## src/acp_defs.svh

```systemverilog
// register indices, command fields, reset values and counts of the serial port
`ifndef ACP_DEFS_SVH
`define ACP_DEFS_SVH
`define ACP_REG_OFFSET 3'h0
`define ACP_REG_GAIN 3'h1
`define ACP_REG_CONFIG 3'h2
`define ACP_REG_RESULT 3'h3
`define ACP_REG_SETUP 3'h4
`define ACP_SYNC_FILL_BYTE 8'hff
`define ACP_SYNC_END_BYTE 8'hfe
`define ACP_NULL_BYTE 8'h00
`define ACP_SYNC_MIN 4'hf
`define ACP_CMD_LAST 7'h07
`define ACP_SINGLE_BITS 7'h18
`define ACP_SETUP_BITS 7'h48
`define ACP_OFFSET_RESET 24'h000000
`define ACP_GAIN_RESET 24'h400000
`define ACP_CONFIG_RESET 24'h000040
`define ACP_GAIN_MAX 24'hffffff
`define ACP_CFG_PF_ENABLE 5
`endif

```

## src/acp_pkg.sv

```systemverilog
// types shared by the serial command port
`default_nettype none
package acp_pkg;
  typedef enum logic {ACP_CMD, ACP_DATA} acp_mode_t;
  typedef struct packed {
    logic executableFlag;
    logic oneShotConvert;
    logic repeatConvert;
    logic dirRead;
    logic [2:0] registerSelectField;
    logic powerSaveRunSelect;
  } acp_cmd_t;
  typedef struct packed {
    logic [23:0] offsetCal;
    logic [23:0] gainCal;
    logic [23:0] configWord;
  } acp_regs_t;
  typedef struct packed {
    logic selS1;
    logic selS2;
    logic sclkS1;
    logic sclkS2;
    logic sclkS3;
    logic sdiS1;
    logic sdiS2;
    acp_mode_t mode;
    logic [6:0] bitCnt;
    logic [71:0] shiftReg;
    logic dirRead;
    logic [2:0] regSel;
    logic [3:0] syncCnt;
    acp_regs_t regs;
    logic [23:0] result;
    logic resultFresh;
    logic portFlag;
    logic convertStart;
    logic repeatOn;
    logic powerSave;
    logic serialOut;
    logic serialOutEn;
  } acp_state_t;
endpackage
`default_nettype wire

```

## src/acp_serial_port.sv

```systemverilog
// serial command port with result fifo
//
// Summary of operation
// - reset puts the port in command mode awaiting a command byte.
// - command mode takes eight bits as a command; stays until valid.
// - a decoded register access with select 000 to 100 switches the port into data mode.
// - single register data phase is exactly 24 serial clocks.
// - set-up transfer data phase is 72 serial clocks.
// - command register is 8 bits; data registers are 24 bits.
// - command with top bit zero other than null is a no-operation; null is all zeros.
// - only a command with top bit one is executed.
// - one-shot bit starts a single conversion.
// - repeat bit runs conversions until commanded otherwise.
// - direction bit zero writes, one reads the selected register.
// - select 000 offset, 001 gain, 010 config, 011 result read-only.
// - select 100 moves offset, gain, configuration together.
// - power-save/run bit zero runs, one enters power save unless the one-shot or repeat bit is also set.
// - null command clears the port flag during repeat conversions.
// - all-ones byte is the sync fill byte.
// - all ones but bit zero is the sync end byte.
// - register access has bit 7 set, bits 6, 5, 0 clear.
// - reset loads gain with the code for exactly one.
// - gain saturates just below four.
// - fifteen fill bytes then end byte restart framing; seen in command mode only, in data mode they are data.
// - commands arrive most significant bit first.
// - serial output is released while select is high.
// - serial clock is ignored unless select is low.
`timescale 1ns/1ns
`default_nettype none
`include "acp_defs.svh"

module acp_fifo #(
  parameter int WIDTH = 24,
  parameter int DEPTH = 32
) (
  input wire logic clk,
  input wire logic resetn,
  input wire logic inValid,
  input wire logic [WIDTH-1:0] inData,
  output logic inReady,
  output logic outValid,
  output logic [WIDTH-1:0] outData,
  input wire logic outReady
);
  localparam int PW = $clog2(DEPTH);
  typedef struct packed {
    logic [DEPTH-1:0][WIDTH-1:0] mem;
    logic [PW-1:0] wrPtr;
    logic [PW-1:0] rdPtr;
    logic [PW:0] count;
    logic notFull;
    logic notEmpty;
  } acp_fifo_state_t;
  acp_fifo_state_t st, nxt;
  logic push, pop;

  // full and empty are held in flops so both ready and valid are clean
  always_comb
  begin
    nxt = st;
    push = inValid && st.notFull;
    pop = outReady && st.notEmpty;
    if (push)
    begin
      nxt.mem[st.wrPtr] = inData;
      nxt.wrPtr = st.wrPtr + 1'b1;
    end
    if (pop)
      nxt.rdPtr = st.rdPtr + 1'b1;
    case ({push, pop})
      2'b10: nxt.count = st.count + 1'b1;
      2'b01: nxt.count = st.count - 1'b1;
      default: nxt.count = st.count;
    endcase
    nxt.notFull = (nxt.count != (PW+1)'(DEPTH));
    nxt.notEmpty = (nxt.count != '0);
  end

  always_ff @(posedge clk)
  begin
    if (!resetn)
    begin
      st <= '0;
      st.notFull <= 1'b1;
    end
    else
      st <= nxt;
  end

  assign inReady = st.notFull;
  assign outValid = st.notEmpty;
  assign outData = st.mem[st.rdPtr];
endmodule

module acp_serial_port (
  input wire logic clk,
  input wire logic resetn,
  input wire logic selectN,
  input wire logic sclk,
  input wire logic serialInLine,
  output logic serialOutLine,
  output logic serialOutEn,
  input wire logic resultValid,
  input wire logic [23:0] resultData,
  output logic resultReady,
  input wire logic calGainValid,
  input wire logic [24:0] calGainValue,
  output var acp_pkg::acp_regs_t regsOut,
  output logic convertStart,
  output logic repeatConvert,
  output logic powerSave,
  output logic portFlag
);
  import acp_pkg::*;

  acp_state_t st, nxt;
  acp_cmd_t cmd;
  logic [7:0] cmdByte;
  logic selLow, rise, fall, decode, isAccess, drainLoad;
  logic fifoValid;
  logic [23:0] fifoData;

  // clamp a calibration result to the largest gain code
  function automatic logic [23:0] gain_sat(input logic [24:0] v);
    gain_sat = v[24] ? `ACP_GAIN_MAX : v[23:0];
  endfunction

  // conversion results queue here until the host has read the last one
  acp_fifo #(.WIDTH(24), .DEPTH(32)) acp_fifo_inst (
    .clk(clk),
    .resetn(resetn),
    .inValid(resultValid),
    .inData(resultData),
    .inReady(resultReady),
    .outValid(fifoValid),
    .outData(fifoData),
    .outReady(!st.resultFresh)
  );

  // edge finding on synchronised pins; first stages feed only second stages
  assign selLow = !st.selS2;
  assign rise = selLow && st.sclkS2 && !st.sclkS3;
  assign fall = selLow && !st.sclkS2 && st.sclkS3;
  assign cmdByte = {st.shiftReg[6:0], st.sdiS2};
  assign cmd = acp_cmd_t'(cmdByte);
  assign decode = rise && st.mode == ACP_CMD && st.bitCnt == `ACP_CMD_LAST;
  assign isAccess = cmd.executableFlag && !cmd.oneShotConvert &&
                    !cmd.repeatConvert && !cmd.powerSaveRunSelect;
  assign drainLoad = fifoValid && !st.resultFresh;

  // next state: sampling, command decode, data shifting, result drain
  always_comb
  begin
    nxt = st;
    nxt.convertStart = 1'b0;
    nxt.selS1 = selectN;
    nxt.selS2 = st.selS1;
    nxt.sclkS1 = sclk;
    nxt.sclkS2 = st.sclkS1;
    nxt.sclkS3 = st.sclkS2;
    nxt.sdiS1 = serialInLine;
    nxt.sdiS2 = st.sdiS1;
    nxt.serialOutEn = selLow;
    if (calGainValid)
      nxt.regs.gainCal = gain_sat(calGainValue);
    if (rise && st.mode == ACP_CMD)
    begin
      nxt.shiftReg[7:0] = cmdByte;
      nxt.bitCnt = st.bitCnt + 1'b1;
    end
    if (decode)
    begin
      nxt.bitCnt = '0;
      if (!cmd.executableFlag)
      begin
        // null clears the flag; any other such byte is ignored
        if (cmdByte == `ACP_NULL_BYTE)
          nxt.portFlag = 1'b0;
        nxt.syncCnt = '0;
      end
      else if (cmdByte == `ACP_SYNC_FILL_BYTE)
      begin
        if (st.syncCnt != `ACP_SYNC_MIN)
          nxt.syncCnt = st.syncCnt + 1'b1;
      end
      else if (cmdByte == `ACP_SYNC_END_BYTE)
      begin
        // framing restarts; registers keep their contents
        if (st.syncCnt == `ACP_SYNC_MIN)
          nxt.mode = ACP_CMD;
        nxt.syncCnt = '0;
      end
      else
      begin
        nxt.syncCnt = '0;
        if (cmd.oneShotConvert)
        begin
          nxt.convertStart = 1'b1;
          nxt.repeatOn = 1'b0;
          nxt.powerSave = 1'b0;
        end
        if (cmd.repeatConvert)
        begin
          nxt.repeatOn = 1'b1;
          nxt.powerSave = 1'b0;
        end
        if (!cmd.oneShotConvert && !cmd.repeatConvert &&
            cmd.powerSaveRunSelect)
        begin
          nxt.powerSave = 1'b1;
          nxt.repeatOn = 1'b0;
        end
        if (isAccess)
        begin
          // the run code shares its encoding with an offset write
          nxt.powerSave = 1'b0;
          if (cmd.registerSelectField <= `ACP_REG_SETUP)
          begin
            nxt.mode = ACP_DATA;
            nxt.dirRead = cmd.dirRead;
            nxt.regSel = cmd.registerSelectField;
            nxt.bitCnt = (cmd.registerSelectField == `ACP_REG_SETUP) ?
                         `ACP_SETUP_BITS : `ACP_SINGLE_BITS;
            if (cmd.dirRead)
            begin
              case (cmd.registerSelectField)
                `ACP_REG_OFFSET:
                  nxt.shiftReg = {st.regs.offsetCal, 48'h0};
                `ACP_REG_GAIN:
                  nxt.shiftReg = {st.regs.gainCal, 48'h0};
                `ACP_REG_CONFIG:
                  nxt.shiftReg = {st.regs.configWord, 48'h0};
                `ACP_REG_RESULT:
                  nxt.shiftReg = {st.result, 48'h0};
                default:
                  nxt.shiftReg = st.regs;
              endcase
              if (cmd.registerSelectField == `ACP_REG_RESULT)
                nxt.resultFresh = 1'b0;
            end
          end
        end
      end
    end
    // data phase: writes sample on rising, reads present on falling edges
    if (st.mode == ACP_DATA)
    begin
      if (fall && st.dirRead)
      begin
        nxt.serialOut = st.shiftReg[71];
        nxt.shiftReg = {st.shiftReg[70:0], 1'b0};
      end
      if (rise)
      begin
        if (!st.dirRead)
          nxt.shiftReg = {st.shiftReg[70:0], st.sdiS2};
        nxt.bitCnt = st.bitCnt - 1'b1;
        if (st.bitCnt == 7'h01)
        begin
          nxt.mode = ACP_CMD;
          nxt.bitCnt = '0;
          nxt.serialOut = 1'b0;
          if (!st.dirRead)
          begin
            case (st.regSel)
              `ACP_REG_OFFSET:
                nxt.regs.offsetCal = {st.shiftReg[22:0], st.sdiS2};
              `ACP_REG_GAIN:
                nxt.regs.gainCal = {st.shiftReg[22:0], st.sdiS2};
              `ACP_REG_CONFIG:
                nxt.regs.configWord = {st.shiftReg[22:0], st.sdiS2};
              `ACP_REG_SETUP:
                nxt.regs = {st.shiftReg[70:0], st.sdiS2};
              default:
                nxt.regs = st.regs; // result register is read-only
            endcase
          end
        end
      end
    end
    // a new result in repeat mode with the flag enabled wins over a null clear in the same cycle
    if (drainLoad)
    begin
      nxt.result = fifoData;
      nxt.resultFresh = 1'b1;
      if (st.repeatOn && st.regs.configWord[`ACP_CFG_PF_ENABLE])
        nxt.portFlag = 1'b1;
    end
  end

  // synchronous reset to command mode with default register values
  always_ff @(posedge clk)
  begin
    if (!resetn)
    begin
      st <= '0;
      st.selS1 <= 1'b1;
      st.selS2 <= 1'b1;
      st.mode <= ACP_CMD;
      st.regs.offsetCal <= `ACP_OFFSET_RESET;
      st.regs.gainCal <= `ACP_GAIN_RESET;
      st.regs.configWord <= `ACP_CONFIG_RESET;
    end
    else
      st <= nxt;
  end

  assign serialOutLine = st.serialOut;
  assign serialOutEn = st.serialOutEn;
  assign regsOut = st.regs;
  assign convertStart = st.convertStart;
  assign repeatConvert = st.repeatOn;
  assign powerSave = st.powerSave;
  assign portFlag = st.portFlag;
endmodule
`default_nettype wire

```

## config.mk

```make
export PLATFORM = sky130hd
export DESIGN_NAME = acp_serial_port
export DESIGN_NICKNAME = d
export VERILOG_FILES = /design/src/acp_pkg.sv /design/src/acp_serial_port.sv
export VERILOG_INCLUDE_DIRS = /design/src
export SDC_FILE = /design/constraint.sdc
export NUM_CORES = 2
export LEC_CHECK = 0
export BUFFER_PORTS_ARGS = -buffer_cell sky130_fd_sc_hd__buf_4
export CAP_MARGIN = 20
export CORE_MARGIN = 2
export CORE_UTILIZATION = 56
export CTS_CLUSTER_SIZE = 14
export DETAILED_ROUTE_END_ITERATION = 6
export GPL_TIMING_DRIVEN = 1
export PLACE_DENSITY = 0.76
export SYNTH_ARGS = -nofsm -noshare
export SYNTH_HDL_FRONTEND = slang
export SYNTH_HIERARCHICAL = 1
export SYNTH_SLANG_ARGS = --single-unit
```

## constraint.sdc

```tcl
create_clock -name clk -period 3.1 [get_ports clk]
set_clock_uncertainty 0.05 [all_clocks]
set_input_delay 0.775 -clock clk [delete_from_list [all_inputs] [get_ports clk]]
set_output_delay 0.775 -clock clk [all_outputs]
set_load 0.02 [all_outputs]
```

## Yosys cells after proc, flatten, opt, wreduce, memory -nomap -nowiden

Index checks and enable logic that the tools add are counted.

- Register bits after elaboration: 984
- Input port bits: 56

- $add $sub $neg: 7
- Order comparisons: 4
- Equality and inequality tests: 20
- Multiplexer cells: 58
- Bitwise logic cells: 7
- Reductions and logical operators: 46

Operators by type and width:

| cell | number |
|---|---|
| $bwmux 768 | 1 |
| $mux 84 | 4 |
| $pmux 72 s4 | 1 |
| $mux 72 | 3 |
| $mux 48 | 4 |
| $mux 80 | 2 |
| $bmux 24 s5 | 1 |
| $demux 24 s5 | 1 |
| $mux 24 | 5 |
| $mux 88 | 1 |
| $mux 83 | 1 |
| $pmux 24 s3 | 1 |
| $pmux 24 s2 | 1 |
| $reduce_and 5->1 | 4 |
| $eq 8x8->1 const B | 2 |
| $logic_and 1x1->1 | 16 |
| $mux 1 | 16 |
| $mux 8 | 2 |
| $mux 7 | 2 |
| $reduce_bool 2->1 | 7 |
| $lt 5x6->1 const B | 2 |
| $mux 3 | 4 |
| $mux 4 | 3 |
| $pmux 6 s2 | 1 |
| other kinds (35) | 57 |

## Logic depth before layout (Yosys ltp)

- Word-level depth: 16
- Gate-level depth with buffers: 13
- Gate-level depth less buffers: 12

## Cells and area by module

The synthesis kept the hierarchy.

By module, submodules not included:

| module | times used | cells an instance | area an instance (sq um) | sequential area each (sq um) |
|---|---|---|---|---|
| acp_fifo | 1 | 3894 | 33445.8 | 15735.1 |
| acp_serial_port | 1 | 1203 | 9791.9 | 3883.7 |

## Least setup slack after synthesis

Ideal clock, no wire load.

- Path kind: in2reg
- Start: in resultValid
- End: reg acp_fifo_inst.st (netlist bit acp_fifo_inst/outValid)
- Library setup time: 0.130 ns
- Arrival time: 2.862 ns
- Path slack: 0.058 ns
- Cell stages on the path: 13
- Cell sequence: and2_1 > clkbuf_1 > inv_1 > ha_1 > clkbuf_1 > xor2_1 > ha_1 > a21oi_1 > nor3b_1 > a41oi_1 > xnor2_1 > nor4_1 > o21ai_0

- Longest elaborated chain between the ends: 4
- Elaborated cells between the ends (all ways): 5
- Classes of those cells: eq/ne (2); mux (1); reduce/logical (2)

Ends and longest elaborated chain:

| item | RTL line | RTL |
|---|---|---|
| start, declared | acp_serial_port.sv:103 | `input wire logic resultValid,` |
| $logic_and 1x1->1 (*) | acp_serial_port.sv:61 | `push = inValid && st.notFull;` |
| $eq 2x1->1 or $eq 2x2->1 (tied branches) | acp_serial_port.sv:70 | `case ({push, pop})` |
| $pmux 6 s2 (*) | acp_serial_port.sv:70 |  |
| $reduce_bool 6->1 (*) | acp_serial_port.sv:76 | `nxt.notEmpty = (nxt.count != '0);` |
| end signal, assigned | acp_serial_port.sv:87 | `st <= nxt;` |
| end, declared | acp_serial_port.sv:54 | `acp_fifo_state_t st, nxt;` |

Every way passes the cells marked *; elsewhere a longest branch is shown, timed or not.
A chain may end at the register's enable or synchronous reset.

==> flow_metrics.py <==
metrics = {
    "run_status": {
        "outcome": "completed",
    },
    "power_and_ir_drop": {
        "peakVddDrop_mv": 0.412,
        "p_clk_share_pct": 41.9,
        "seqPwrFrac_pct": 43.5,
        "pwr-share-comb_pct": 14.6,
        "cellPowerDensity_nw_per_um2": 630,
        "power_leakage_uw": 0.0158,
        "swShare_pct": 27.0,
        "power_switching_uw": 8170,
        "p_int_uw": 22100,
    },
    "placement": {
        "gp_congestion": 0.882,
        "post-dp-hpwl_mm": 79.0,
        "port_buffers": 134,
        "placed_area_um2": 44700,
    },
    "critical_path": {
        "r2r_setup_slack_ns": 0.41,
        "r2r.worst_path.cells": 6,
        "path_max_fanout": 19,
        "cp.arrival_ns": 3.16,
        "end_kind": "register",
        "r2r-start": "acp_fifo_inst/st[8]",
        "startpoint": "acp_fifo_inst/st[8]",
        "cp.required_ns": 3.58,
        "critical_path_class": "reg2reg",
        "start_kind": "register",
    },
    "floorplanning": {
        "io-pin-count": 135,
        "coreArea_um2": 76200,
        "rows": 101,
        "die_area_um2": 79400,
        "die_w_um": 282,
        "die_h_um": 282,
        "start_util_pct": 56.7,
    },
    "synthesis": {
        "async_flop_share_pct": 0,
        "synth_edf_count": 0,
        "ys_seq_area_share_pct": 45.4,
        "synthFlopType": "dfxtp_1",
        "syn_area_um2": 43200,
        "ys_warn_count": 6,
        "synth.distinct_cells": 64,
        "ys_ff_latch": 980,
        "synth_area_per_cell_um2": 8.48,
        "synth_fp_nets": 5164,
        "synthCells": 5097,
    },
    "cts": {
        "clock-sinks": 980,
        "h-tree-depth": 3,
        "cts_buffer_depth": 3,
        "cts_tree": "yes",
        "clk-insertion-delay-late_ns": 0.68,
        "cts-root-buf": "clkbuf_16",
        "numCtsBuffers": 98,
        "clk_pin_slew_ns": 0.06,
        "post_cts_buffers": 0,
        "cts_hold_buffers": 0,
        "cts_resized": 0,
    },
    "layout": {
        "area_growth_pct": 11.4,
        "fin_area_um2": 48200,
        "nNetsFinal": 5004,
        "drive_above_1_share_pct": 15.5,
        "antenna_cells": 0,
        "layout_commonest_cell": "nand2_1",
        "mostFrequentLayoutCells": "nand2_1, dfxtp_1, a21oi_1",
    },
    "route": {
        "drtAntennaViolNets": 0,
        "num_vias": 37600,
        "dr.pass1.iters": 6,
        "avgViaCountPerCell": 6.22,
        "drc_errors": 0,
        "wire_per_inst_um": 22.0,
        "routed_wirelength_mm": 133,
        "drt_iter0_markers": 4732,
    },
    "timing": {
        "grt_setup_unrepaired": "false",
        "drv_slew": 0,
        "hold_violations": 0,
        "max_freq_mhz": 372,
        "tightestPinTransition_ns": 0.826,
        "setup_violations": 0,
        "slew_headroom_pct": 44.9,
        "period_minus_slack_ns": 2.69,
        "tns_ns": 0,
        "post-route-period-util_pct": 86.7,
    },
    "global_routing": {
        "grt_max_degree": 103,
        "overflow": 0,
        "grt_pass1_vias": 36300,
        "grt_usage_pct": 33.0,
        "grt_pass1_wl_mm": 204,
        "grt_antenna_before_repair": 4,
    },
    "min_path": {
        "whs_path_depth": 2,
        "min_from": "selectN",
        "hold_class": "in2reg",
    },
    "job": {
        "max_cap_violations": 0,
    },
}
[layer usage]
metal	GRT usage, %	vias up	part of all wire [%]
li1	-	17000	-
met5	0	-	0.028
met2	54.5	2154	47
met1	41.3	18000	37
met3	6.16	420	11
met4	17.3	6	5.1
[registers in the layout (all words and copies together) (netlist names)]
| register | cells |
|---|---|
| regsOut | 72 |
| acp_fifo_inst/st | 784 |
| acp_fifo_inst/inReady | 1 |
| repeatConvert | 1 |
| portFlag | 1 |
| serialOutEn | 1 |
| cmd | 8 |
| nxt | 4 |
| serialOutLine | 1 |
| st | 104 |
| convertStart | 1 |
| powerSave | 1 |
| acp_fifo_inst/outValid | 1 |
[logic make-up (layout without fill, tap and decap cells)]
family | count (synthesis) | count (layout) | synth area share, %
and+or+nand+nor | 2059 | 2059 | 19.0
AOI/OAI and AO/OA | 1144 | 1144 | 14.6
DFF | 980 | 980 | 45.4
buffers and inverters | 558 | 481 | 5.81
muxes | 325 | 325 | 14.6
xor gates and xnor gates | 20 | 20 | 0.405
adders and majority gates | 11 | 11 | 0.318
[final timing paths]
check,to
setup / recovery,st[13]
hold / removal,nxt[196]
setup reg to reg,st[13]
hold reg to reg,st[196]
[power groups by stage]
stage          clock, µW  combinational [µW]  sequential (µW)
6_report           12700                4420            13200
5_1_grt            13300                4710            13200
4_1_cts            12700                4410            13200
3_5_place_dp           0                4400            13500
3_3_place_gp           0                4360            13500
2_1_floorplan          0                3240            13200
[cells in the mapped netlist, types with 4 or more instances]
cell	instances	share of area, %
a211oi_1	28	0.49
a21o_1	4	0.069
a21oi_1	819	9.5
a221oi_1	4	0.081
a22oi_1	49	0.85
a31oi_1	43	0.62
and2_1	15	0.22
and3_1	32	0.46
buf_1	19	0.16
buf_2	33	0.38
buf_4	82	1.4
buf_6	9	0.23
clkbuf_1	399	3.5
dfxtp_1	980	45
ha_1	11	0.32
inv_1	12	0.10
mux2_2	29	0.76
mux2i_1	56	1.3
mux4_2	240	13
nand2_1	1684	15
nand2b_1	8	0.12
nand3_1	75	0.87
nand3b_1	4	0.069
nand4_1	10	0.14
nor2_1	184	1.6
nor2b_1	5	0.072
nor3_1	7	0.081
nor3b_1	8	0.14
nor4_1	4	0.058
o211a_1	23	0.53
o21ai_0	64	0.74
o21ai_1	4	0.046
o22ai_1	69	1.0
o31ai_1	24	0.42
or3_1	4	0.058
xnor2_1	8	0.16
xor2_1	12	0.24
[worst max-delay path, stage by stage, from the launching register on]
cell	delay [ns]
dfxtp_4	0.52
buf_4	0.40
mux4_2	0.56
mux4_2	0.58
mux2_2	0.30
nand2_1	0.06
a21oi_1	0.06
[per-stage QoR]
| stage | cells | power (µW) | hold WS [ns] | worst slack, ns | utilization (%) |
|---|---|---|---|---|---|
| after floorplan | 5097 | 16500 | 0.336 | 0.0578 | - |
| after global placement | 5867 | 17800 | 0.358 | 0.103 | 58.6 |
| after global routing | 6050 | 31200 | 0.271 | 0.275 | 63.2 |
| after detailed placement | 5867 | 17900 | 0.361 | 0.0837 | 58.6 |
| final | 6050 | 30300 | 0.261 | 0.412 | 63.2 |
| after CTS | 6050 | 30300 | 0.252 | 0.465 | 63.2 |
[area by class of cell]
type,count,area [µm²]
sequential,980,19600
tap,1030,1290
fill,6175,28100
multi-input combinational,3559,21200
timing repair buffer,282,2480
inverter,16,67.6
clock inverter,43,529
clock buffer,140,2940
(Power assumes the default switching activity.)
